===== src/verilog/pll_clock_cfg.svh =====
// Offsets, field positions, reset values and timing counts of the clock block.
// Assumes a 40 MHz fabric clock; counts derive from CLK_HZ except HF_RSTMIN_CYC and WDT_PULSE_CYC.
`ifndef PLL_CLOCK_CFG_SVH
`define PLL_CLOCK_CFG_SVH

// Register indices; byte address is four times the index
`define PLL_CTRL_INDEX 12'h0f9
`define PLL_STAT_INDEX 12'h0fa
`define PLL_CTRL_ADDR 12'h3e4
`define PLL_STAT_ADDR 12'h3e8

// Control register fields
`define CTRL_KEEP_BIT 7
`define CTRL_SECEN_BIT 6
`define CTRL_SECFLAG_BIT 5
`define CTRL_CLOCK_FREQ_SELECT_HI 4
`define CTRL_CLOCK_FREQ_SELECT_LO 0
`define CTRL_RESET_VAL 8'h0d

// Divider band codes of the upper select bits
`define BAND_LOW 3'h4
`define BAND_MID 3'h3
`define BAND_HIGH 3'h2

// Seconds-timer width in bits; it overflows every 32768 reference cycles
`define SEC_TIMER_WIDTH 15

// Timing: figures as printed, then cycle counts
`define CLK_HZ 40000000
`define T_LOCK_MS 10
`define T_DIVSWITCH_US 1
`define T_RSTMIN_US 1
`define T_START_COLD_MS 560
`define T_START_WARM_MS 1
`define T_STRETCH_US 45
`define LOCK_CYC ((`CLK_HZ / 1000) * `T_LOCK_MS)
`define DIVSWITCH_CYC ((`CLK_HZ / 1000000) * `T_DIVSWITCH_US)
`define RSTMIN_CYC ((`CLK_HZ / 1000000) * `T_RSTMIN_US)
`define START_COLD_CYC ((`CLK_HZ / 1000) * `T_START_COLD_MS)
`define START_WARM_CYC ((`CLK_HZ / 1000) * `T_START_WARM_MS)
`define STRETCH_CYC ((`CLK_HZ / 1000000) * `T_STRETCH_US)
`define HF_RSTMIN_CYC 24
`define WDT_PULSE_CYC 36

`endif


===== src/verilog/pll_clock_pkg.sv =====
// Types shared by the clock block and its testbench models.
// Constants live in pll_clock_cfg.svh.
package pll_clock_pkg;

	typedef struct packed {
		logic cyc;
		logic stb;
		logic we;
		logic [11:0] adr;
		logic [3:0] sel;
		logic [31:0] dat;
	} wb_req_s;

	typedef struct packed {
		logic ack;
		logic [31:0] dat;
	} wb_rsp_s;

	typedef struct packed {
		logic hf_osc_enable;
		logic lf_osc_enable;
		logic lowfreq_osc_pulldown;
	} osc_ctrl_s;

	typedef enum logic [2:0] {
		SEQ_RESET,
		SEQ_START,
		SEQ_STRETCH,
		SEQ_RUN,
		SEQ_PDOWN
	} seq_state_e;

endpackage


===== src/verilog/pll_clock_seconds_reset.sv =====
// Clock generation, seconds timer and start-up sequencer with a Wishbone slave.
// Assumes pins are synchronous to clk_i and the reference level is sampled at 40 MHz.
// Behaviour
// - Select pin high: run from high-frequency oscillator, low-frequency oscillator halted.
// - Select pin low: run from PLL on low-frequency reference, high-frequency halted.
// - Low-frequency oscillator off, input pulled low: powerdown unkept, reset, high-frequency chosen.
// - Oscillator range chosen among four by the low two select bits.
// - After low select bits change, lock reached within at most 10 ms.
// - Upper select bits alone change: new frequency after about 1 us.
// - External reset or watchdog overflow loads control register with 0x0d.
// - Bit 7 keeps the low-frequency oscillator running through powerdown.
// - Seconds flag set by overflow or written 1; cleared by written 0 or by a reset load.
// - System clock is oscillator divided per band codes 100, 011, 010.
// - Seconds timer overflows every 32768 reference cycles and sets the flag.
// - Enabled seconds flag is ORed into external interrupt one request.
// - With PLL selected, a reset pulse of 1 us is a valid reset.
// - Halted reference: withhold system clock up to 560 ms after reset or wake-up.
// - Running reference on wake-up: allow about 1 ms before releasing clock.
// - After reset start-up, clock released, internal reset held 45 us more.
// - Reset output follows CPU reset, pulses 3 machine cycles on watchdog overflow.
`timescale 1ns/10ps
`include "pll_clock_cfg.svh"

module pll_clock_seconds_reset #(
	parameter int unsigned LOCK_CYCLES = `LOCK_CYC,
	parameter int unsigned START_COLD_CYCLES = `START_COLD_CYC,
	parameter int unsigned START_WARM_CYCLES = `START_WARM_CYC
) (
	// Clock and reset
	input wire logic clk_i,
	input wire logic rst_i,
	// Wishbone slave
	input wire pll_clock_pkg::wb_req_s wb_req_i,
	output pll_clock_pkg::wb_rsp_s wb_rsp_o,
	// Device pins and CPU events
	input wire logic osc_source_select_pin_i,
	input wire logic reset_input_pin_i,
	input wire logic lowfreq_osc_input_i,
	input wire logic watchdog_timer_overflow_i,
	input wire logic powerdown_i,
	input wire logic wakeup_i,
	input wire logic ext_irq_one_i,
	// Oscillator control
	output pll_clock_pkg::osc_ctrl_s osc_ctrl_o,
	output logic [1:0] current_ctrl_oscillator_range_o,
	output logic pll_locked_o,
	// Clock and reset out
	output logic sysclk_o,
	output logic sysclk_released_o,
	output logic cpu_reset_o,
	output logic reset_output_pin_o,
	// Interrupt request to the CPU
	output logic ext_irq_one_o
);

	localparam int unsigned DIVSW_CYCLES = `DIVSWITCH_CYC;
	localparam int unsigned STRETCH_CYCLES = `STRETCH_CYC;

	pll_clock_pkg::seq_state_e state_q;
	logic [7:0] ctrl_q;
	logic [31:0] seq_cnt_q;
	logic [31:0] lock_cnt_q;
	logic [7:0] rst_cnt_q;
	logic [7:0] wdt_cnt_q;
	logic [7:0] div_cnt_q;
	logic [2:0] band_q;
	logic [`SEC_TIMER_WIDTH-1:0] sec_cnt_q;
	logic ref_prev_q;
	logic rst_seen_q;
	logic locked_q;
	logic ack_q;
	logic [31:0] rdat_q;

	logic hf_sel;
	logic lf_run;
	logic ref_rise;
	logic sec_overflow;
	logic bus_req;
	logic bus_write;
	logic ctrl_hit;
	logic stat_hit;
	logic [7:0] wr_byte;
	logic [7:0] rst_min;
	logic rst_valid;
	logic wdt_pulse;
	logic [7:0] stat_word;

	// Address decode on the byte address of an aligned word
	function automatic logic addr_is(input logic [11:0] adr, input logic [11:0] target);
		addr_is = (adr[11:2] == target[11:2]);
	endfunction

	assign hf_sel = osc_source_select_pin_i;
	assign bus_req = wb_req_i.cyc && wb_req_i.stb;
	// Write takes effect at the edge on which the master samples ack
	assign bus_write = bus_req && wb_req_i.we && ack_q && wb_req_i.sel[0];
	assign ctrl_hit = addr_is(wb_req_i.adr, `PLL_CTRL_ADDR);
	assign stat_hit = addr_is(wb_req_i.adr, `PLL_STAT_ADDR);
	assign wr_byte = wb_req_i.dat[7:0];

	// Oscillator enables
	always_comb begin
		osc_ctrl_o.hf_osc_enable = hf_sel && (state_q != pll_clock_pkg::SEQ_PDOWN);
		lf_run = !hf_sel
			&& !reset_input_pin_i
			&& !((state_q == pll_clock_pkg::SEQ_PDOWN) && !ctrl_q[`CTRL_KEEP_BIT]);
		osc_ctrl_o.lf_osc_enable = lf_run;
		osc_ctrl_o.lowfreq_osc_pulldown = !lf_run;
	end

	assign current_ctrl_oscillator_range_o = ctrl_q[1:0];
	assign pll_locked_o = locked_q;

	// Seconds timer counts reference rising edges while the oscillator runs
	assign ref_rise = lowfreq_osc_input_i && !ref_prev_q && lf_run;
	assign sec_overflow = ref_rise && (sec_cnt_q == {`SEC_TIMER_WIDTH{1'b1}});

	always_ff @(posedge clk_i) begin
		if (rst_i) begin
			ref_prev_q <= 1'b0;
		end else begin
			ref_prev_q <= lowfreq_osc_input_i;
		end
	end

	always_ff @(posedge clk_i) begin
		if (rst_i || !lf_run) begin
			sec_cnt_q <= '0;
		end else if (ref_rise) begin
			sec_cnt_q <= sec_cnt_q + 1'b1;
		end
	end

	// Control register; an overflow wins over a software clear
	always_ff @(posedge clk_i) begin
		if (rst_i || rst_valid || watchdog_timer_overflow_i) begin
			ctrl_q <= `CTRL_RESET_VAL;
		end else begin
			if (bus_write && ctrl_hit) begin
				ctrl_q <= wr_byte;
			end
			if (sec_overflow) begin
				ctrl_q[`CTRL_SECFLAG_BIT] <= 1'b1;
			end
		end
	end

	assign ext_irq_one_o = ext_irq_one_i || (ctrl_q[`CTRL_SECEN_BIT] && ctrl_q[`CTRL_SECFLAG_BIT]);

	// PLL lock timing on a change of the oscillator range
	// A stopped reference restarts the count, as the loop must reacquire
	always_ff @(posedge clk_i) begin
		if (rst_i) begin
			lock_cnt_q <= LOCK_CYCLES;
			locked_q <= 1'b0;
		end else if (hf_sel) begin
			lock_cnt_q <= LOCK_CYCLES;
			locked_q <= 1'b1;
		end else if (!lf_run || (bus_write && ctrl_hit && (wr_byte[1:0] != ctrl_q[1:0]))) begin
			lock_cnt_q <= LOCK_CYCLES;
			locked_q <= 1'b0;
		end else if (lock_cnt_q > 32'h1) begin
			lock_cnt_q <= lock_cnt_q - 32'h1;
		end else begin
			locked_q <= 1'b1;
		end
	end

	// Upper select bits reach the divider after a short settling delay
	// The divider itself waits for a period boundary, so no runt pulse escapes
	always_ff @(posedge clk_i) begin
		if (rst_i) begin
			band_q <= 3'(`CTRL_RESET_VAL >> 2);
			div_cnt_q <= 8'h0;
		end else if (band_q == ctrl_q[4:2]) begin
			div_cnt_q <= 8'h0;
		end else if (div_cnt_q >= 8'(DIVSW_CYCLES - 1)) begin
			band_q <= ctrl_q[4:2];
			div_cnt_q <= 8'h0;
		end else begin
			div_cnt_q <= div_cnt_q + 8'h1;
		end
	end

	sysclk_divider u_div (
		.clk_i(clk_i),
		.rst_i(rst_i),
		.band_i(band_q),
		.gate_i(sysclk_released_o),
		.sysclk_o(sysclk_o),
		.boundary_o()
	);

	// Reset input filter: pulse must last the minimum width
	// Count saturates at the threshold, so a held pin keeps the block in reset
	assign rst_min = hf_sel ? 8'(`HF_RSTMIN_CYC) : 8'(`RSTMIN_CYC);
	assign rst_valid = reset_input_pin_i && (rst_cnt_q >= rst_min - 8'h1);

	always_ff @(posedge clk_i) begin
		if (rst_i || !reset_input_pin_i) begin
			rst_cnt_q <= 8'h0;
		end else if (!rst_valid) begin
			rst_cnt_q <= rst_cnt_q + 8'h1;
		end
	end

	always_ff @(posedge clk_i) begin
		// Set out of reset too, so the first start-up also stretches the CPU reset
		if (rst_i) begin
			rst_seen_q <= 1'b1;
		end else if (rst_valid) begin
			rst_seen_q <= 1'b1;
		end else if (state_q == pll_clock_pkg::SEQ_RUN) begin
			rst_seen_q <= 1'b0;
		end
	end

	// Start-up sequencer
	always_ff @(posedge clk_i) begin
		if (rst_i) begin
			state_q <= pll_clock_pkg::SEQ_RESET;
			seq_cnt_q <= 32'h0;
		end else if (rst_valid) begin
			state_q <= pll_clock_pkg::SEQ_RESET;
			seq_cnt_q <= 32'h0;
		end else begin
			case (state_q)
				pll_clock_pkg::SEQ_RESET: begin
					if (!reset_input_pin_i) begin
						state_q <= pll_clock_pkg::SEQ_START;
						// Reference was held off during reset, so a cold start follows when the PLL is selected
						seq_cnt_q <= hf_sel ? 32'h0 : START_COLD_CYCLES;
					end
				end
				pll_clock_pkg::SEQ_START: begin
					if (seq_cnt_q != 32'h0) begin
						seq_cnt_q <= seq_cnt_q - 32'h1;
					end else if (rst_seen_q) begin
						state_q <= pll_clock_pkg::SEQ_STRETCH;
						seq_cnt_q <= STRETCH_CYCLES;
					end else begin
						state_q <= pll_clock_pkg::SEQ_RUN;
					end
				end
				pll_clock_pkg::SEQ_STRETCH: begin
					if (seq_cnt_q > 32'h1) begin
						seq_cnt_q <= seq_cnt_q - 32'h1;
					end else begin
						state_q <= pll_clock_pkg::SEQ_RUN;
						seq_cnt_q <= 32'h0;
					end
				end
				pll_clock_pkg::SEQ_RUN: begin
					if (powerdown_i) begin
						state_q <= pll_clock_pkg::SEQ_PDOWN;
					end
				end
				pll_clock_pkg::SEQ_PDOWN: begin
					if (wakeup_i) begin
						state_q <= pll_clock_pkg::SEQ_START;
						if (hf_sel) begin
							seq_cnt_q <= 32'h0;
						end else if (lf_run) begin
							seq_cnt_q <= START_WARM_CYCLES;
						end else begin
							seq_cnt_q <= START_COLD_CYCLES;
						end
					end
				end
				default: begin
					state_q <= pll_clock_pkg::SEQ_RESET;
				end
			endcase
		end
	end

	assign sysclk_released_o = (state_q == pll_clock_pkg::SEQ_RUN)
		|| (state_q == pll_clock_pkg::SEQ_STRETCH);

	// Watchdog pulse of three machine cycles
	// Counted in fabric cycles; a new overflow restarts the pulse
	assign wdt_pulse = (wdt_cnt_q != 8'h0);

	always_ff @(posedge clk_i) begin
		if (rst_i) begin
			wdt_cnt_q <= 8'h0;
		end else if (watchdog_timer_overflow_i) begin
			wdt_cnt_q <= 8'(`WDT_PULSE_CYC);
		end else if (wdt_pulse) begin
			wdt_cnt_q <= wdt_cnt_q - 8'h1;
		end
	end

	// Registered so the pin never glitches on decode
	always_ff @(posedge clk_i) begin
		if (rst_i) begin
			cpu_reset_o <= 1'b1;
			reset_output_pin_o <= 1'b1;
		end else begin
			cpu_reset_o <= (state_q != pll_clock_pkg::SEQ_RUN && state_q != pll_clock_pkg::SEQ_PDOWN)
				|| rst_valid || watchdog_timer_overflow_i || wdt_pulse;
			reset_output_pin_o <= (state_q != pll_clock_pkg::SEQ_RUN && state_q != pll_clock_pkg::SEQ_PDOWN)
				|| rst_valid || watchdog_timer_overflow_i || wdt_pulse;
		end
	end

	// Status word: block state for software
	assign stat_word = {3'h0, hf_sel, lf_run, locked_q, sysclk_released_o, rst_seen_q};

	// Bus slave: ack one cycle after the request, dropped the cycle after
	always_ff @(posedge clk_i) begin
		if (rst_i) begin
			ack_q <= 1'b0;
		end else begin
			ack_q <= bus_req && !ack_q;
		end
	end

	always_ff @(posedge clk_i) begin
		if (rst_i) begin
			rdat_q <= 32'h0;
		end else if (bus_req && !ack_q) begin
			if (ctrl_hit) begin
				rdat_q <= {24'h0, ctrl_q};
			end else if (stat_hit) begin
				rdat_q <= {24'h0, stat_word};
			end else begin
				rdat_q <= 32'h0;
			end
		end
	end

	assign wb_rsp_o.ack = ack_q;
	assign wb_rsp_o.dat = rdat_q;

endmodule


===== src/verilog/sysclk_divider.sv =====
// Glitch-free system clock divider.
// Assumes band code and gate are synchronous to clk_i; both apply only at a period boundary.
`timescale 1ns/10ps
`include "pll_clock_cfg.svh"

module sysclk_divider (
	// Clock and reset
	input wire logic clk_i,
	input wire logic rst_i,
	// Control
	input wire logic [2:0] band_i,
	input wire logic gate_i,
	// Clock out
	output logic sysclk_o,
	output logic boundary_o
);

	logic [2:0] half_q;
	logic [2:0] cnt_q;
	logic run_q;
	logic phase_q;

	function automatic logic [2:0] half_period(input logic [2:0] band);
		case (band)
			`BAND_LOW: half_period = 3'h4;
			`BAND_MID: half_period = 3'h2;
			default: half_period = 3'h1;
		endcase
	endfunction

	// Period ends on the last low half; only there may ratio or gate change
	assign boundary_o = (cnt_q == 3'h0) && (phase_q || !run_q);

	always_ff @(posedge clk_i) begin
		if (rst_i) begin
			half_q <= 3'h1;
			run_q <= 1'b0;
		end else if (boundary_o) begin
			half_q <= half_period(band_i);
			run_q <= gate_i;
		end
	end

	always_ff @(posedge clk_i) begin
		if (rst_i) begin
			cnt_q <= 3'h0;
			phase_q <= 1'b0;
		end else if (boundary_o) begin
			cnt_q <= gate_i ? half_period(band_i) - 3'h1 : 3'h0;
			phase_q <= 1'b0;
		end else if (cnt_q == 3'h0) begin
			cnt_q <= half_q - 3'h1;
			phase_q <= 1'b1;
		end else begin
			cnt_q <= cnt_q - 3'h1;
		end
	end

	always_ff @(posedge clk_i) begin
		if (rst_i) begin
			sysclk_o <= 1'b0;
		end else begin
			sysclk_o <= run_q && !phase_q && !boundary_o;
		end
	end

endmodule

===== config.mk =====
export PLATFORM = sky130hd
export DESIGN_NAME = pll_clock_seconds_reset
export DESIGN_NICKNAME = d
export VERILOG_FILES = /design/src/verilog/pll_clock_pkg.sv /design/src/verilog/pll_clock_seconds_reset.sv /design/src/verilog/sysclk_divider.sv
export VERILOG_INCLUDE_DIRS = /design/src /design/src/verilog
export SDC_FILE = /design/constraint.sdc
export NUM_CORES = 1
export LEC_CHECK = 0
export CAP_MARGIN = 20
export CORE_MARGIN = 10
export CORE_UTILIZATION = 50
export CTS_CLUSTER_DIAMETER = 200
export DETAILED_ROUTE_END_ITERATION = 6
export DONT_BUFFER_PORTS = 1
export PLACE_DENSITY = 0.72
export SYNTH_ARGS = -nofsm -noshare
export SYNTH_HDL_FRONTEND = slang
export SYNTH_HIERARCHICAL = 1
export SYNTH_SLANG_ARGS = --single-unit
export TNS_END_PERCENT = 100

===== constraint.sdc =====
create_clock -name clk_i -period 3.2 [get_ports clk_i]
set_input_delay 0.32 -clock clk_i [delete_from_list [all_inputs] [get_ports clk_i]]
set_output_delay 0.32 -clock clk_i [all_outputs]
set_load 0.005 [all_outputs]

# Word level (Yosys, flattened, before mapping)
# Index checks and enable logic that the tools add are counted.
[totals]
register_bits = 163
latch_bits = 0
ram_bits = 0
mem_bits_ro = 0
in_bits = 60
out_inout_bits = 44
mem_count = 0
[op_classes]
add_sub_neg = 10
multipliers = 0
div = 0
n_lt_le_gt_ge = 4
n_eq_ne = 20
n_shift = 0
n_mux = 32
n_bitwise = 1
reduce_logical = 56
[op_table]
columns = ["cell", "n"]
rows = [
  ["2-to-1 mux 32 bit", 5],
  ["case mux 32 bit (4 select lines)", 1],
  ["2-to-1 mux 25 bit", 3],
  ["greater-than comparator 32 x 1 -> 1 bit, second input constant", 2],
  ["subtractor 32 x 1 -> 32 bit, second input constant", 2],
  ["nonzero test 32 bit", 1],
  ["2-to-1 mux 3 bit", 10],
  ["2-to-1 mux 6 bit", 4],
  ["== test 10 x 8 -> 1 bit, second input constant", 2],
  ["logical AND 1 bit", 20],
  ["adder 8 x 1 -> 8 bit, second input constant", 2],
  ["adder 15 x 1 -> 15 bit, second input constant", 1],
  ["== test 15 bit, second input constant", 1],
  ["case mux 3 bit (5 select lines)", 1],
  ["logical OR 1 bit", 11],
  ["logical NOT 1 bit", 10],
  ["inequality test 2 bit, second input constant", 5],
  ["== test 3 x 2 -> 1 bit, second input constant", 3],
  ["inequality test 3 bit, second input constant", 3],
  ["subtractor 3 x 1 -> 3 bit, second input constant", 3],
  ["greater-or-equal comparator 8 x 6 -> 1 bit, second input constant", 1],
  ["greater-or-equal comparator 8 bit", 1],
  ["2-to-1 mux 8 bit", 1],
  ["nonzero test 8 bit", 1],
  ["19 further kinds", 29],
]

# Depth between registers and ports, before layout
[logic_depth]
word_depth = 9
ltp_mapped = 9

# Hierarchy
# The synthesis kept the hierarchy.
[modules_own_cells]
columns = ["mod", "n_inst", "cells_each", "area_per_inst_um2"]
rows = [
  ["pll_clock_seconds_reset", 1, 761, 6498.7],
  ["sysclk_divider", 1, 48, 416.6],
]

# Worst setup path before layout
# OpenSTA, ideal clock, no wires.
[synth_timing]
path_kind = "register to register"
from = "register seq_cnt_q[24]"
to = "register seq_cnt_q[6]"
setup_time_ns = 0.122
arrival_ns = 2.514
slack_ns = 0.564
stages_incl_launch_ff = 8
n_path_buf = 1
path_cell_list = "dfxtp_1 or4_4 or4_4 or4_4 a2bb2oi_2 buf_4 o31ai_1 a221o_1"
[synth_via]
elab_chain_cells = 3
word_cells_on_any_way = 7
cone_classes = "order compare (1); eq/ne (1); mux (3); reduce/logical (2)"
[synth_rtl]
columns = ["element", "line_no", "source"]
rows = [
  ["from (decl)", "pll_clock_seconds_reset.sv:61", "logic [31:0] seq_cnt_q;"],
  ["from (signal assigned)", "pll_clock_seconds_reset.sv:232", "seq_cnt_q <= hf_sel ? 32'h0 : START_COLD_CYCLES;"],
  ["from (signal assigned)", "pll_clock_seconds_reset.sv:237", "seq_cnt_q <= seq_cnt_q - 32'h1;"],
  ["from (signal assigned)", "pll_clock_seconds_reset.sv:247", "seq_cnt_q <= seq_cnt_q - 32'h1;"],
  ["greater-than comparator 32 x 1 -> 1 bit or nonzero test 32 bit (tied branches)", "pll_clock_seconds_reset.sv:246, pll_clock_seconds_reset.sv:236", ""],
  ["2-to-1 mux 32 bit (tied with other cells)", "pll_clock_seconds_reset.sv:246", "if (seq_cnt_q > 32'h1) begin"],
  ["case mux 32 bit (4 select lines) or AND reduction 4 bit (tied branches)", "--", ""],
]
# Several ways; a longest one is shown, not always the timed one.
# A chain may end at the register's enable or synchronous reset.

# Worst setup path in the final report
# Same ends and word-level chain as after synthesis.

==> impl_metrics.tcl <==
set metrics [dict create \
    synth.area.top_cells "dfxtp_1 (40%), xnor2_1 (6.2%), nor2_1 (6.0%)" \
    slowest_stage "or4_4" \
    drive_above_1_share_pct 8.82 \
    sequentialPowerShare_pct 35.1 \
    rsz0062_at_grt "false" \
    place.gp.congestion 0.889 \
    syn_inst 809 \
    die_x_microns 138 \
    synth.top_cell.area_share_pct 40.2 \
    cts_tree "yes" \
    yosysTopAreaCell "dfxtp_1" \
    ys.flop_type "dfxtp_1" \
    synth_area_sq_mm 0.00692 \
    crit_path_max_incr_delay_ns 0.58 \
    crit_path_cell_trace "or4_4 > or4_4 > or4_4 > a2bb2oi_2 > o31ai_1 > a221o_1" \
    drv_slew 0 \
    clk_pin_slew_ns 0.06 \
    start_util_pct 51.6 \
    ys_seq_elements 139 \
    status "finished clean" \
    dr.pass1.iters 5 \
    cts_root_buf "clkbuf_16" \
    drt_first_iter_violations 353 \
    max_freq_ghz 0.340 \
    worst_setup_path_end_kind "flip-flop" \
    path_class "flip-flop to flip-flop" \
    synthTopCellsByCount "dfxtp_1 (139), nor2_1 (110), nand2_1 (55), xnor2_1 (49), nor3_1 (41)" \
    cts_sinks 139 \
    grt_max_degree 27 \
    drc 0 \
    viasPerCell 5.92 \
    r2r-start "seq_cnt_q[24]" \
    rr_endpoint "seq_cnt_q[6]" \
    max-vdd-ir-drop_v 0.000474 \
    path_max_fanout 8 \
    vias 5947 \
    grt_pass1_wl_microns 27000 \
    synth_area_per_cell_sq_um 8.55 \
    cts-buffers-inserted 17 \
    synth_enable_flop_cells 0 \
    grt_antenna_before_repair 1 \
    yosysMostFrequentCell "dfxtp_1" \
    pwr-share-comb_pct 32.6 \
    final_core_util_pct 57.1 \
    pwr-share-clk_pct 32.3 \
    whs_path_depth 1 \
    clockBufferDepth 2 \
    worst_pin_slew_ns 0.915 \
    finalWirelength_microns 16500 \
    cpMostUsedCell "or4_4" \
    synthArstFlopShare_pct 0 \
    min_period_over_period_pct 91.9 \
    ys_types 68 \
    die_h_microns 138 \
    min_period_ns 2.94 \
    final_nets 887 \
    dieArea_sq_mm 0.0189 \
    rrSetupSlack_ns 0.26 \
    dp_hpwl_microns 11900 \
    max-slew-margin-rel_pct 38.8 \
    tns_ns 0 \
    area_growth_pct 10.7 \
    rows 42 \
    leakage_nw 2.77 \
    setup_viol 0 \
    drv_cap 0 \
    skew_ns 0.00910 \
    required_ns 3.50 \
    p_per_area_mw_per_mm2 796 \
    grt_use_total_pct 17.6 \
    routedWlPerCell_microns 16.5 \
    crit_arrival_ns 3.24 \
    io_pins 104 \
    hold_path.class "input pin to flip-flop" \
    min_from "rst_i" \
    postCtsSetupBuffers 0 \
    portBuffers 0 \
    clock_latency_ns 0.42 \
    grt_overflow 0 \
    p_int_w 0.00392 \
    rr_worst_depth 6 \
    grt_pass1_vias 5625 \
    hold_violations 0 \
    netSwitchingFraction_pct 35.6 \
    min_to "u_div/cnt_q[0]" \
    core_sq_mm 0.0134 \
    ys_warn_count 6 \
    post_cts_resized 0 \
    final_antenna_net_count 0 \
    ys_seq_area_share_pct 40.2 \
    power_switching_w 0.00217 \
    cts.htree.levels 4 \
    startpoint_type "flip-flop" \
]
[power groups by stage]
stage,logic [W],registers [W],clock network [W]
final,0.00198,0.00214,0.00197
after global placement,0.00188,0.00215,0
after detailed placement,0.00193,0.00216,0
after CTS,0.00196,0.00213,0.00201
after global routing,0.00220,0.00216,0.00209
after floorplan,0.00157,0.00210,0
[worst max-delay path, delay by kind of cell, from the launching register on]
kind | cells | cell delay (ns)
AND/OR/NAND/NOR | 3 | 1.63
AO/OA/AOI/OAI | 3 | 0.83
flip-flops | 1 | 0.37
[layer usage]
| metal | up-vias | share of wire (%) | track usage (%) |
|---|---|---|---|
| met4 | 0 | 2.2 | 7.49 |
| li1 | 2883 | - | - |
| met2 | 177 | 49 | 29.7 |
| met1 | 2855 | 42 | 20.7 |
| met3 | 32 | 6.5 | 4.37 |
| met5 | - | 0 | 0 |
[timing repair]
item	in CTS	in global routing
hold buffers	2	0
setup endpoints to repair	0	0
hold endpoints to repair	23	0
[kinds of logic after synthesis]
| logic type | count (synthesis) | synth area share, % |
|---|---|---|
| adder cells (fa/ha/maj) | 12 | 2.17 |
| multiplexers | 13 | 1.88 |
| other | 1 | 0.0542 |
| flip-flops | 139 | 40.2 |
| XOR/XNOR | 73 | 9.25 |
| buffers and inverters | 76 | 5.92 |
| AO/OA/AOI/OAI | 114 | 11.0 |
| AND/OR/NAND/NOR | 381 | 29.5 |
[worst max-delay path by stage]
| stage | startpoint | endpoint | slack [ns] | depth (start not counted) |
|---|---|---|---|---|
| final | seq_cnt_q[24] | seq_cnt_q[6] | 0.26 | 6 |
| after global routing | state_q[1] | lock_cnt_q[12] | 0.13 | 5 |
| after CTS | seq_cnt_q[24] | seq_cnt_q[6] | 0.28 | 6 |
| after detailed placement | seq_cnt_q[24] | seq_cnt_q[6] | 0.28 | 6 |
| after global placement | state_q[1] | lock_cnt_q[12] | -0.09 | 5 |
| after floorplan | seq_cnt_q[24] | seq_cnt_q[6] | 0.56 | 7 |
[cells in the final DEF, fill, tap and decap left out, types with 8 or more instances in the layout]
cell         n
nand4_1     10
inv_1       15
mux2i_1     13
conb_1      26
nand2b_1     8
or4_1       12
nand3_1     25
xor2_1      24
nand2_1     55
nor3_1      41
or3_1       24
nor4_1      29
a31oi_1     10
o31ai_1     10
a21oi_1     34
xnor2_1     49
and3_1       9
ha_1        12
buf_4       21
o21ai_0     16
clkbuf_16   17
nor2_1     110
dfxtp_1    139
[area by class of cell]
class                           instances  area, sq um
Fill cell                            1181         5750
Multi-Input combinational cell        619         3820
Sequential cell                       139         2780
Clock buffer                           19          443
Tap cell                              176          220
Timing Repair Buffer                   23          178
Clock inverter                         13          154
Inverter                               15         56.3
Antenna cell                            1         2.50
[per-stage QoR]
stage / hold slack [ns] / instances / area, sq um / total power [W] / worst slack (ns)
after floorplan: 0.397 / 834 / 7010 / 0.00367 / 0.564
after global placement: 0.393 / 969 / 7030 / 0.00402 / -0.0947
after detailed placement: 0.398 / 970 / 7030 / 0.00410 / 0.285
after CTS: 0.00549 / 1004 / 7650 / 0.00610 / 0.281
after global routing: 0.00986 / 1004 / 7650 / 0.00645 / 0.134
final: 0.0201 / 1005 / 7650 / 0.00609 / 0.258
[state kept, by name, summed over array words and instances (netlist names), 3 cells and up]
register / count
rdat_q: 8
div_cnt_q: 8
wdt_cnt_q: 8
rst_cnt_q: 8
u_div/cnt_q: 3
sec_cnt_q: 15
band_q: 3
u_div/half_q: 3
lock_cnt_q: 32
state_q: 3
ctrl_q: 8
seq_cnt_q: 32
Note: power is estimated with default switching activity, not from simulation.
